$ cat config.mk
export PLATFORM = sky130hd
export DESIGN_NAME = pcs_regs
export DESIGN_NICKNAME = d
export VERILOG_FILES = /design/src/pcs_pkg.sv /design/src/pcs_regs.sv
export VERILOG_INCLUDE_DIRS = /design/src
export SDC_FILE = /design/constraint.sdc
export NUM_CORES = 1
export LEC_CHECK = 0
export BUFFER_PORTS_ARGS = -buffer_cell sky130_fd_sc_hd__buf_4
export CORE_AREA = 2 2 140 115
export CTS_CLUSTER_DIAMETER = 150
export DETAILED_ROUTE_END_ITERATION = 16
export DIE_AREA = 0 0 142 117
export PLACE_DENSITY = 0.55
export SYNTH_ARGS = -nofsm -noshare
export SYNTH_HDL_FRONTEND = slang
export SYNTH_SLANG_ARGS = --single-unit
export TNS_END_PERCENT = 1
$ cat constraint.sdc
create_clock -name pclk -period 1.25 [get_ports pclk]
set_clock_uncertainty 0.1 [all_clocks]
set_input_delay 0.0625 -clock pclk [delete_from_list [all_inputs] [get_ports pclk]]
set_output_delay 0.0625 -clock pclk [all_outputs]
set_load 0.01 [all_outputs]
$ cat src/pcs_map.svh
// Register map, field positions, reset values and interrupt bits for the power control status block
// Notes on behaviour
// - Sequence status bits 18:16 show the sequencer's present state, codes 0 to 7.
// - Sequence status shows which supplies were enabled in the previous sequencer state.
// - Sequence status mirrors tile clock disable, both modulation selects, four supply enables.
// - Power-good threshold 2 bits: 0.80, 0.85, 0.90, 0.75; resets to 2.
// - Writing 1 to error-clear clears both converters' error flags; software writes 0 back.
// - Analogue converter current limit: 1A, 1.5A, 2A, 0.5A; resets to 0.
// - Analogue converter clock: 0.9, 1.0, 1.1, 1.2 MHz; resets to code 1.
// - Core converter current limit: 1.2A, 1.8A, 2.5A, 0.8A; resets to 0.
// - Core converter clock: 0.9, 1.0, 1.1, 1.2 MHz; resets to code 1.
// - Supply status shows oscillator stable, PLL supply good, core supply good.
// - Supply status shows per converter a current-limiting flag.
// - Supply status shows per converter a soft-start flag.
// - Core rail level is 7 bits, 10 mV steps, code 0 is 0.60V.
// - Core rail and PLL regulator level reset values come from the mode pins.
// - PLL regulator level is 3 bits, 100 mV steps, code 0 is 0.6V.
`ifndef PCS_MAP_SVH
`define PCS_MAP_SVH

`define PCS_OFF_SEQ_STATUS   8'h24
`define PCS_OFF_CONV_CTRL    8'h2c
`define PCS_OFF_SUPPLY_STAT  8'h30
`define PCS_OFF_CORE_LEVEL   8'h34
`define PCS_OFF_PLL_LEVEL    8'h40
`define PCS_OFF_IRQ_STATUS   8'h50
`define PCS_OFF_IRQ_MASK     8'h54

// Sequence status fields
`define PCS_SEQ_PREV_IO      29
`define PCS_SEQ_PREV_PLL     28
`define PCS_SEQ_PREV_ANA     25
`define PCS_SEQ_PREV_CORE    24
`define PCS_SEQ_STATE_LSB    16
`define PCS_SEQ_TILE_CLK_OFF 14
`define PCS_SEQ_ANA_PFM      9
`define PCS_SEQ_CORE_PFM     8
`define PCS_SEQ_IO_EN        5
`define PCS_SEQ_PLL_EN       4
`define PCS_SEQ_ANA_EN       1
`define PCS_SEQ_CORE_EN      0

// Converter control fields
`define PCS_CC_PGOOD_LSB     24
`define PCS_CC_ERR_CLR       16
`define PCS_CC_ANA_ILIM_LSB  13
`define PCS_CC_ANA_CLK_LSB   8
`define PCS_CC_CORE_ILIM_LSB 5
`define PCS_CC_CORE_CLK_LSB  0
`define PCS_CC_PGOOD_RST     2'h2
`define PCS_CC_ANA_ILIM_RST  2'h0
`define PCS_CC_ANA_CLK_RST   2'h1
`define PCS_CC_CORE_ILIM_RST 2'h0
`define PCS_CC_CORE_CLK_RST  2'h1

// Supply status fields
`define PCS_SS_OSC_OK        24
`define PCS_SS_PLL_GOOD      19
`define PCS_SS_CORE_GOOD     16
`define PCS_SS_ANA_ILIM      9
`define PCS_SS_CORE_ILIM     8
`define PCS_SS_ANA_SOFT      1
`define PCS_SS_CORE_SOFT     0

// Interrupt status and mask bits
`define PCS_IRQ_CORE_GOOD_LOST 0
`define PCS_IRQ_PLL_GOOD_LOST  1
`define PCS_IRQ_CORE_ILIM      2
`define PCS_IRQ_ANA_ILIM       3
`define PCS_IRQ_STATE_CHANGE   4
`define PCS_IRQ_WIDTH          5

`endif

$ cat src/pcs_pkg.sv
// Types shared by the power control status block
package pcs_pkg;

  typedef enum logic [2:0] {
    PCS_ST_RESET      = 3'b000,
    PCS_ST_ASLEEP     = 3'b001,
    PCS_ST_WAKING1    = 3'b010,
    PCS_ST_WAKING2    = 3'b011,
    PCS_ST_AWAKE_WAIT = 3'b100,
    PCS_ST_AWAKE      = 3'b101,
    PCS_ST_SLEEPING1  = 3'b110,
    PCS_ST_SLEEPING2  = 3'b111
  } pcs_seq_state_t;

  // Live supply configuration driven by the sequencer
  typedef struct packed {
    logic tile_clk_off;
    logic ana_pfm;
    logic core_pfm;
    logic io_supply_output_en;
    logic pll_linear_regulator_en;
    logic analog_buck_converter_en;
    logic core_buck_converter_en;
  } pcs_supply_cfg_t;

  // Enables seen in the previous sequencer state
  typedef struct packed {
    logic io_en;
    logic pll_en;
    logic ana_en;
    logic core_en;
  } pcs_prev_en_t;

  // Indications from the analogue side
  typedef struct packed {
    logic osc_stable;
    logic pll_supply_rail_good;
    logic core_supply_rail_good;
    logic ana_ilim;
    logic core_ilim;
    logic ana_soft_start;
    logic core_soft_start;
  } pcs_analog_stat_t;

  // Settings sent to the converters and regulators
  typedef struct packed {
    logic [1:0] pgood_sel;
    logic       err_clear;
    logic [1:0] ana_ilim_sel;
    logic [1:0] ana_clk_sel;
    logic [1:0] core_ilim_sel;
    logic [1:0] core_clk_sel;
    logic [6:0] core_level;
    logic [2:0] pll_level;
  } pcs_conv_settings_t;

endpackage

$ cat src/pcs_regs.sv
// APB register block reporting and steering the on-chip power supplies
//
// Chosen here: the APB slave port.
`include "pcs_map.svh"

module pcs_regs
  import pcs_pkg::*;
(
  // Clock and reset
  input  wire logic               pclk,
  input  wire logic               presetn,
  // APB slave
  input  wire logic               psel,
  input  wire logic               penable,
  input  wire logic               pwrite,
  input  wire logic [7:0]         paddr,
  input  wire logic [31:0]        pwdata,
  input  wire logic [3:0]         pstrb,
  output logic                    pready,
  output logic [31:0]             prdata,
  output logic                    pslverr,
  // Sequencer, same clock
  input  wire pcs_seq_state_t     seq_state,
  input  wire pcs_prev_en_t       prev_en,
  input  wire pcs_supply_cfg_t    supply_cfg,
  // Analogue indications, asynchronous
  input  wire pcs_analog_stat_t   analog_stat,
  // Mode pins giving level reset values
  input  wire logic [6:0]         mode_core_level,
  input  wire logic [2:0]         mode_pll_level,
  // Converter settings
  output pcs_conv_settings_t      conv_settings,
  // Interrupt
  output logic                    irq
);

  ////////////////////////////////////////////////////////////////////////////
  // Bus decode

  logic        setup;
  logic        wr_en;
  logic        rd_en;
  logic        addr_ok;

  assign setup   = psel & ~penable;
  assign wr_en   = psel & penable & pwrite;
  assign rd_en   = setup & ~pwrite;
  assign pready  = 1'b1;

  always_comb begin
    case (paddr)
      `PCS_OFF_SEQ_STATUS,
      `PCS_OFF_CONV_CTRL,
      `PCS_OFF_SUPPLY_STAT,
      `PCS_OFF_CORE_LEVEL,
      `PCS_OFF_PLL_LEVEL,
      `PCS_OFF_IRQ_STATUS,
      `PCS_OFF_IRQ_MASK:  addr_ok = (paddr[1:0] == 2'b00);
      default:            addr_ok = 1'b0;
    endcase
  end

  assign pslverr = psel & penable & ~addr_ok;

  ////////////////////////////////////////////////////////////////////////////
  // Synchronise analogue indications: three flops, count on agreement

  pcs_analog_stat_t sync1;
  pcs_analog_stat_t sync2;
  pcs_analog_stat_t sync3;
  pcs_analog_stat_t stat;

  always_ff @(posedge pclk or negedge presetn) begin
    if (!presetn) begin
      sync1 <= '0;
      sync2 <= '0;
      sync3 <= '0;
    end else begin
      sync1 <= analog_stat;
      sync2 <= sync1;
      sync3 <= sync2;
    end
  end

  // Filtered value only moves where stages two and three agree
  always_ff @(posedge pclk or negedge presetn) begin
    if (!presetn) begin
      stat <= '0;
    end else begin
      stat <= (stat & (sync2 | sync3)) | (sync2 & sync3);
    end
  end

  ////////////////////////////////////////////////////////////////////////////
  // Converter control register

  logic [1:0] pgood_sel;
  logic       err_clear;
  logic [1:0] ana_ilim_sel;
  logic [1:0] ana_clk_sel;
  logic [1:0] core_ilim_sel;
  logic [1:0] core_clk_sel;

  always_ff @(posedge pclk or negedge presetn) begin
    if (!presetn) begin
      pgood_sel     <= `PCS_CC_PGOOD_RST;
      err_clear     <= 1'b0;
      ana_ilim_sel  <= `PCS_CC_ANA_ILIM_RST;
      ana_clk_sel   <= `PCS_CC_ANA_CLK_RST;
      core_ilim_sel <= `PCS_CC_CORE_ILIM_RST;
      core_clk_sel  <= `PCS_CC_CORE_CLK_RST;
    end else if (wr_en && paddr == `PCS_OFF_CONV_CTRL) begin
      if (pstrb[3]) begin
        pgood_sel <= pwdata[`PCS_CC_PGOOD_LSB +: 2];
      end
      if (pstrb[2]) begin
        err_clear <= pwdata[`PCS_CC_ERR_CLR];
      end
      if (pstrb[1]) begin
        ana_ilim_sel <= pwdata[`PCS_CC_ANA_ILIM_LSB +: 2];
        ana_clk_sel  <= pwdata[`PCS_CC_ANA_CLK_LSB +: 2];
      end
      if (pstrb[0]) begin
        core_ilim_sel <= pwdata[`PCS_CC_CORE_ILIM_LSB +: 2];
        core_clk_sel  <= pwdata[`PCS_CC_CORE_CLK_LSB +: 2];
      end
    end
  end

  ////////////////////////////////////////////////////////////////////////////
  // Level registers; reset value caught from mode pins after release

  logic [6:0] core_level;
  logic [2:0] pll_level;
  logic       strap_done;

  always_ff @(posedge pclk or negedge presetn) begin
    if (!presetn) begin
      strap_done <= 1'b0;
    end else begin
      strap_done <= 1'b1;
    end
  end

  // Slew limits are software's job; the register takes any code
  always_ff @(posedge pclk or negedge presetn) begin
    if (!presetn) begin
      core_level <= 7'h00;
      pll_level  <= 3'h0;
    end else if (!strap_done) begin
      core_level <= mode_core_level;
      pll_level  <= mode_pll_level;
    end else if (wr_en && pstrb[0]) begin
      if (paddr == `PCS_OFF_CORE_LEVEL) begin
        core_level <= pwdata[6:0];
      end
      if (paddr == `PCS_OFF_PLL_LEVEL) begin
        pll_level <= pwdata[2:0];
      end
    end
  end

  assign conv_settings = '{pgood_sel:     pgood_sel,
                           err_clear:     err_clear,
                           ana_ilim_sel:  ana_ilim_sel,
                           ana_clk_sel:   ana_clk_sel,
                           core_ilim_sel: core_ilim_sel,
                           core_clk_sel:  core_clk_sel,
                           core_level:    core_level,
                           pll_level:     pll_level};

  ////////////////////////////////////////////////////////////////////////////
  // Interrupt events

  logic [`PCS_IRQ_WIDTH-1:0] irq_status;
  logic [`PCS_IRQ_WIDTH-1:0] irq_mask;
  logic [`PCS_IRQ_WIDTH-1:0] event_now;
  pcs_analog_stat_t          stat_q;
  pcs_seq_state_t            state_q;
  logic                      armed;

  always_ff @(posedge pclk or negedge presetn) begin
    if (!presetn) begin
      stat_q  <= '0;
      state_q <= PCS_ST_RESET;
      armed   <= 1'b0;
    end else begin
      stat_q  <= stat;
      state_q <= seq_state;
      armed   <= strap_done;
    end
  end

  always_comb begin
    event_now = '0;
    event_now[`PCS_IRQ_CORE_GOOD_LOST] = stat_q.core_supply_rail_good & ~stat.core_supply_rail_good;
    event_now[`PCS_IRQ_PLL_GOOD_LOST]  = stat_q.pll_supply_rail_good & ~stat.pll_supply_rail_good;
    event_now[`PCS_IRQ_CORE_ILIM]      = ~stat_q.core_ilim & stat.core_ilim;
    event_now[`PCS_IRQ_ANA_ILIM]       = ~stat_q.ana_ilim & stat.ana_ilim;
    event_now[`PCS_IRQ_STATE_CHANGE]   = armed & (state_q != seq_state);
  end

  // A new event wins over a write-one clear in the same cycle
  always_ff @(posedge pclk or negedge presetn) begin
    if (!presetn) begin
      irq_status <= '0;
    end else if (wr_en && pstrb[0] && paddr == `PCS_OFF_IRQ_STATUS) begin
      irq_status <= (irq_status & ~pwdata[`PCS_IRQ_WIDTH-1:0]) | event_now;
    end else begin
      irq_status <= irq_status | event_now;
    end
  end

  always_ff @(posedge pclk or negedge presetn) begin
    if (!presetn) begin
      irq_mask <= '0;
    end else if (wr_en && pstrb[0] && paddr == `PCS_OFF_IRQ_MASK) begin
      irq_mask <= pwdata[`PCS_IRQ_WIDTH-1:0];
    end
  end

  always_ff @(posedge pclk or negedge presetn) begin
    if (!presetn) begin
      irq <= 1'b0;
    end else begin
      irq <= |(irq_status & irq_mask);
    end
  end

  ////////////////////////////////////////////////////////////////////////////
  // Read path; unlisted bits stay zero

  logic [31:0] rd_word;

  always_comb begin
    rd_word = 32'h0000_0000;
    case (paddr)
      `PCS_OFF_SEQ_STATUS: begin
        rd_word[`PCS_SEQ_PREV_IO]              = prev_en.io_en;
        rd_word[`PCS_SEQ_PREV_PLL]             = prev_en.pll_en;
        rd_word[`PCS_SEQ_PREV_ANA]             = prev_en.ana_en;
        rd_word[`PCS_SEQ_PREV_CORE]            = prev_en.core_en;
        rd_word[`PCS_SEQ_STATE_LSB +: 3]       = seq_state;
        rd_word[`PCS_SEQ_TILE_CLK_OFF]         = supply_cfg.tile_clk_off;
        rd_word[`PCS_SEQ_ANA_PFM]              = supply_cfg.ana_pfm;
        rd_word[`PCS_SEQ_CORE_PFM]             = supply_cfg.core_pfm;
        rd_word[`PCS_SEQ_IO_EN]                = supply_cfg.io_supply_output_en;
        rd_word[`PCS_SEQ_PLL_EN]               = supply_cfg.pll_linear_regulator_en;
        rd_word[`PCS_SEQ_ANA_EN]               = supply_cfg.analog_buck_converter_en;
        rd_word[`PCS_SEQ_CORE_EN]              = supply_cfg.core_buck_converter_en;
      end
      `PCS_OFF_CONV_CTRL: begin
        rd_word[`PCS_CC_PGOOD_LSB +: 2]        = pgood_sel;
        rd_word[`PCS_CC_ERR_CLR]               = err_clear;
        rd_word[`PCS_CC_ANA_ILIM_LSB +: 2]     = ana_ilim_sel;
        rd_word[`PCS_CC_ANA_CLK_LSB +: 2]      = ana_clk_sel;
        rd_word[`PCS_CC_CORE_ILIM_LSB +: 2]    = core_ilim_sel;
        rd_word[`PCS_CC_CORE_CLK_LSB +: 2]     = core_clk_sel;
      end
      `PCS_OFF_SUPPLY_STAT: begin
        rd_word[`PCS_SS_OSC_OK]                = stat.osc_stable;
        rd_word[`PCS_SS_PLL_GOOD]              = stat.pll_supply_rail_good;
        rd_word[`PCS_SS_CORE_GOOD]             = stat.core_supply_rail_good;
        rd_word[`PCS_SS_ANA_ILIM]              = stat.ana_ilim;
        rd_word[`PCS_SS_CORE_ILIM]             = stat.core_ilim;
        rd_word[`PCS_SS_ANA_SOFT]              = stat.ana_soft_start;
        rd_word[`PCS_SS_CORE_SOFT]             = stat.core_soft_start;
      end
      `PCS_OFF_CORE_LEVEL:  rd_word[6:0]       = core_level;
      `PCS_OFF_PLL_LEVEL:   rd_word[2:0]       = pll_level;
      `PCS_OFF_IRQ_STATUS:  rd_word[`PCS_IRQ_WIDTH-1:0] = irq_status;
      `PCS_OFF_IRQ_MASK:    rd_word[`PCS_IRQ_WIDTH-1:0] = irq_mask;
      default:              rd_word = 32'h0000_0000;
    endcase
  end

  // Data captured at setup so it stands through the access cycle
  always_ff @(posedge pclk or negedge presetn) begin
    if (!presetn) begin
      prdata <= 32'h0000_0000;
    end else if (rd_en) begin
      prdata <= addr_ok ? rd_word : 32'h0000_0000;
    end
  end

endmodule

==> flow_summary.toml, run 1 <==
[run_status]
status = "complete, but fails checks"
violations = "negative setup slack"

[clock_tree]
cts.sinks = 88
clkLatencyLatePin_ns = 0.34
ctsHtreeMaxLevel = 3
clockRootBuffer = "clkbuf_16"
numCtsBuffers = 9
clockBufferDepth = 2
cts_tree = "done"
clk_pin_slew_ns = 0.07

[grt]
grt_first_pass_wirelength_um = 17200
antenna_found_initial = 0
grt_pass1_vias = 3071
grt_use_met2_pct = 21.4
use_met3_pct = 3.30
use_met1_pct = 19.2
gr-usage-all-layers_pct = 13.8
grt-busiest-layer = "met2"
grt_max_degree = 39
gr-total-overflow = 0

[logic_synthesis]
yosys_warnings = 0
ys_types = 49
yosys-top-cells-area = "dfrtp_1 57%, mux2_2 5.1%, mux2i_1 4.0%, a22o_1 3.0%, buf_4 3.0%"
synth.most_common_cell = "dfrtp_1"
synth_edf_count = 0
async_reset_ff_share_pct = 100
yosys.area.top_type = "dfrtp_1"
seq_area_frac_synth_pct = 58.9
synth_ff_type = "dfrtp_1"
yosys.area.top_type_share_pct = 56.8
avgSynthCellArea_um2 = 11.9
netlist_instances = 314
synth_commonest_cells = "85 x dfrtp_1, 25 x nor2_1, 23 x nand2_1, 17 x mux2_2"
synth_seq_cells = 88
synth_area_um2 = 3750

[die]
die_h_um = 117
start_util_pct = 24.4
die_w_um = 142
coreArea_um2 = 15300
fp.dieArea_um2 = 16600
rows = 41
io_pins = 136

[placed_design]
gp_congestion = 0.869
io_buffers = 103
pre_cts_ws_ns = -0.558
hpwl_um = 8650

[power_and_ir_drop]
power_per_cell_area_nw_per_um2 = 1130
p_leak_nw = 2.76
ir_worst_vdd_uv = 665
power.total_mw = 6.73

[critical_path]
worstPathArrival_ns = 1.45
start_kind = "input port"
reg2reg_depth = 4
timing.rr.start = "core_level[1]"
r2r_slack_ns = -0.04
path_class = "in -> reg"
timing.rr.end = "prdata[1]"
crit_fanout = 7
startpoint = "paddr[1]"
crit_path_end_kind = "flip-flop"
cp.required_ns = 1.38
critical_path.endpoint = "core_level[2]"

[final_layout]
nets = 591
layout-area-overhead-vs-synth_pct = 58.4
antenna_cells = 0
drive_gt1_share_pct = 42.8

[sta]
hold_viol = 0
setup_viol = 15
maxSlewViolCount = 0
period_share_pct = 106
rsz0062_at_grt = "true"
setup_slack_ns = -0.0751
max_freq_mhz = 755
post-route-min-period_ns = 1.33

[route]
drt-initial-drc-count = 153
wl_per_cell_um = 15.9
drt-pass1-iter-count = 4
routed_wl_um = 11300
vias = 3143
viasPerCell = 4.43
post-route-drc-count = 0
antenna_left = 0

[hold_path]
min_path_type = "in -> reg"

[job]
drv_cap = 0
-- sequential cells by signal (all words and copies together), names as in the netlist, 4 cells and up --
signal and cells:
sync1 7, prdata 19, irq_mask 5, stat 7, irq_status 5, sync2 7
sync3 7, stat_q 4, core_level 7
-- placed cells by master, fill, tap and decap left out, types with 4 or more instances in the layout --
cell type,synthesis,final
nand2_1,23,23
inv_1,4,4
clkbuf_16,0,9
o21ai_0,11,7
nor2_1,25,23
buf_6,1,7
conb_1,2,15
nand3_1,7,6
dfrtp_1,85,85
a22o_1,13,13
a21oi_1,14,14
mux2_2,17,17
nor3_1,5,4
o21ai_1,0,4
a22oi_1,6,4
dlygate4sd3_1,0,41
maj3_1,7,7
mux2i_1,15,14
buf_4,15,149
-- timing repair --
| action | CTS | global route |
|---|---|---|
| buffers inserted | 2 | 0 |
| hold buffers | 41 | 0 |
| setup endpoints to repair | 29 | 41 |
| pin swaps | 8 | 3 |
| endpoints found under the hold margin | 134 | 0 |
| resized for setup | 19 | 15 |
| gates cloned | 0 | 0 |
-- power breakdown --
part / internal (mW) / switching [mW] / total (mW) / leakage, nW
combinational: 0.508 / 0.402 / 0.910 / 1.54
clock: 1.57 / 1.18 / 2.75 / 0.147
sequential: 2.98 / 0.0946 / 3.08 / 1.07
-- worst min path at each step --
stage	from	to	slack [ns]	depth (start not counted)
global route	supply_cfg[0]	prdata[0]	0.07	4
global placement	presetn	sync1[6]	-0.10	1
CTS	supply_cfg[2]	prdata[4]	0.06	4
floorplan	presetn	ana_clk_sel[1]	-0.33	0
finish	supply_cfg[0]	prdata[0]	0.05	4
detailed placement	presetn	sync1[6]	-0.09	1
-- cell type report --
cell class	instances	area, µm²
timing repair buffer	200	1670
multi-input combinational	208	1500
clock buffer	9	225
tap	193	241
fill	1456	9400
inverter	4	15.0
sequential	88	2210
clock inverter	7	77.6
-- metal layers --
metal  vias to the layer above  wire, µm
li1                       1497         -
met1                      1553      5300
met2                        87      5430
met3                         6       481
met4                         0        82
met5                         -         0
-- critical path: stages --
cell and delay [ns]:
buf_6 0.09, or3_4 0.40, buf_6 0.15, nor4_4 0.29, buf_12 0.18, mux2i_2 0.20
a21oi_1 0.08
-- cells by family (layout without fill, tap and decap cells) --
group	after synthesis	count (layout)	synth area share [%]
AOI/OAI and AO/OA	60	60	11.3
xor gates and xnor gates	3	3	0.702
adders and majority gates	7	7	1.87
buffers and inverters	31	220	4.91
DFF	88	88	58.9
muxes	33	33	9.42
other	2	15	0.200
and+or+nand+nor	90	90	12.7
-- metrics by stage --
stage	instance area [µm²]	TNS, ns	instances	util, %	hold slack, ns
after global routing	5930	-1.32	709	38.7	0.0669
after detailed placement	5090	-19.04	650	33.2	-0.0931
final	5930	-0.648	709	38.7	0.0471
after CTS	5890	-0.500	709	38.4	0.0595
after global placement	5090	-18.49	650	33.2	-0.101
after floorplan	3810	-8.40	327	-	-0.333
(Power assumes the default switching activity.)
==> inputs of run 2 (changes only) <==
--- a/config.mk
+++ b/config.mk
@@ -8,6 +8,7 @@
 export LEC_CHECK = 0
 export BUFFER_PORTS_ARGS = -buffer_cell sky130_fd_sc_hd__buf_4
 export CORE_AREA = 2 2 140 115
+export CTS_BUF_LIST = sky130_fd_sc_hd__clkbuf_8
 export CTS_CLUSTER_DIAMETER = 150
 export DETAILED_ROUTE_END_ITERATION = 16
 export DIE_AREA = 0 0 142 117
==> flow_summary.toml, run 2 (synthesis gave the netlist of run 1 again) <==
[run_status]
status = "complete, but fails checks"
violations = "negative setup slack"

[clock_tree]
clockBufferDepth = 2
clk_pin_slew_ns = 0.09
cts_tree = "done"
clockRootBuffer = "clkbuf_8"
ctsHtreeMaxLevel = 3
numCtsBuffers = 9
cts.sinks = 88
clkLatencyLatePin_ns = 0.36

[placed_design]
gp_congestion = 0.869
hpwl_um = 8650
io_buffers = 103
pre_cts_ws_ns = -0.558

[sta]
maxSlewViolCount = 0
period_share_pct = 104
setup_viol = 12
post-route-min-period_ns = 1.29
rsz0062_at_grt = "true"
max_freq_mhz = 772
hold_viol = 0
setup_slack_ns = -0.0448

[final_layout]
layout_commonest_cell = "buf_4"
fin_util_pct = 38.0
layout-area-overhead-vs-synth_pct = 55.6
drive_gt1_share_pct = 42.4
num-fill-cells = 1471
layout_common_cells = "150 x buf_4, 85 x dfrtp_1, 41 x dlygate4sd3_1"
largest_reg_flops = 19
largest-register = "prdata"
antenna_cells = 0
nets = 592

[die]
die_w_um = 142
fp.dieArea_um2 = 16600
io_pins = 136
rows = 41
coreArea_um2 = 15300
die_h_um = 117
start_util_pct = 24.4

[critical_path]
worstPathCellList = "buf_4 -> buf_4 -> nor2b_4 -> o21a_1 -> o21ai_1 -> and4_4 -> buf_6"
crit_path_end_kind = "primary output"
start_kind = "input port"
crit_top_cell = "buf_4"
cp.required_ns = 1.09
crit_buf_inv = 3
crit_fanout = 6
cp_top_family = "buffers and inverters"
max_stage_delay_ns = 0.23
path_class = "in -> out"
slowest_stage = "and4_4"
worstPathArrival_ns = 1.13

[route]
drt-initial-drc-count = 166
vias = 3164
routed_wl_um = 11300
post-route-drc-count = 0
wl_per_cell_um = 15.9
viasPerCell = 4.46
drt-pass1-iter-count = 4
antenna_left = 0

[job]
drv_cap = 0

[grt]
gr-usage-all-layers_pct = 13.7
grt_pass1_vias = 3070
grt_first_pass_wirelength_um = 17100
grt_max_degree = 39
gr-total-overflow = 0
antenna_found_initial = 0

[power_and_ir_drop]
p_leak_nw = 2.72
power_per_cell_area_nw_per_um2 = 1030
ir_worst_vdd_uv = 628

[hold_path]
min_path_type = "in -> async"
[run 2: cell count changes in the layout (fill, tap and decap cells not counted), sizes merged]
cell and change:
buf +1
[run 2: area by class of cell]
cell class	count	area [µm²]	share of cell area [%]
inverters	4	15.0	0.258
multi-input cells	208	1490	25.5
repair buffers	201	1680	28.7
flip-flops and latches	88	2210	37.8
clock buffers	9	124	2.13
well taps	193	241	4.14
clock inverters	7	77.6	1.33
[run 2: report_power, final]
part | internal, mW | switching, mW
combinational | 0.507 | 0.400
clock | 0.945 | 1.09
sequential | 2.98 | 0.0937
[run 2: worst paths after layout]
path / from / end / slack, ns / cells past startpoint
worst min register to register: sync1[2] / sync2[2] / 0.25 / 0
worst min-delay path: presetn / state_q[0] / 0.05 / 2
worst max-delay path: paddr[5] / pslverr / -0.04 / 7
worst max register to register: pll_level[1] / prdata[1] / -0.04 / 4
min in group pclk: supply_cfg[5] / prdata[9] / 0.05 / 4
max in group asynchronous: presetn / core_clk_sel[0] / 0.48 / 3
[run 2: timing repair]
item | 4_1_cts | 5_1_grt
gates cloned | 0 | 0
hold buffers | 41 | 0
endpoints found under the setup margin | 25 | 34
pin swaps | 9 | 1
endpoints found under the hold margin | 134 | 0
gates resized for setup | 18 | 11
setup buffers | 3 | 0
[run 2: per-layer routing]
metal  global-route usage [%]  vias to the layer above  routed length [µm]
met3                     3.17                        9                 612
li1                         -                     1496                   -
met4                     3.53                        0                 114
met2                     21.6                      105                5370
met5                        0                        -                   0
met1                     19.2                     1554                5180
[run 2: per-stage QoR]
| stage | power, mW | cells | area [µm²] | hold slack [ns] | setup TNS [ns] |
|---|---|---|---|---|---|
| floorplan | 3.40 | 327 | 3810 | -0.333 | -8.40 |
| global placement | 3.89 | 650 | 5090 | -0.101 | -18.49 |
| detailed placement | 3.91 | 650 | 5090 | -0.0931 | -19.04 |
| CTS | 6.09 | 710 | 5790 | 0.0316 | -0.239 |
| global route | 6.30 | 710 | 5830 | 0.0605 | -1.04 |
| finish | 6.01 | 710 | 5830 | 0.0488 | -0.320 |
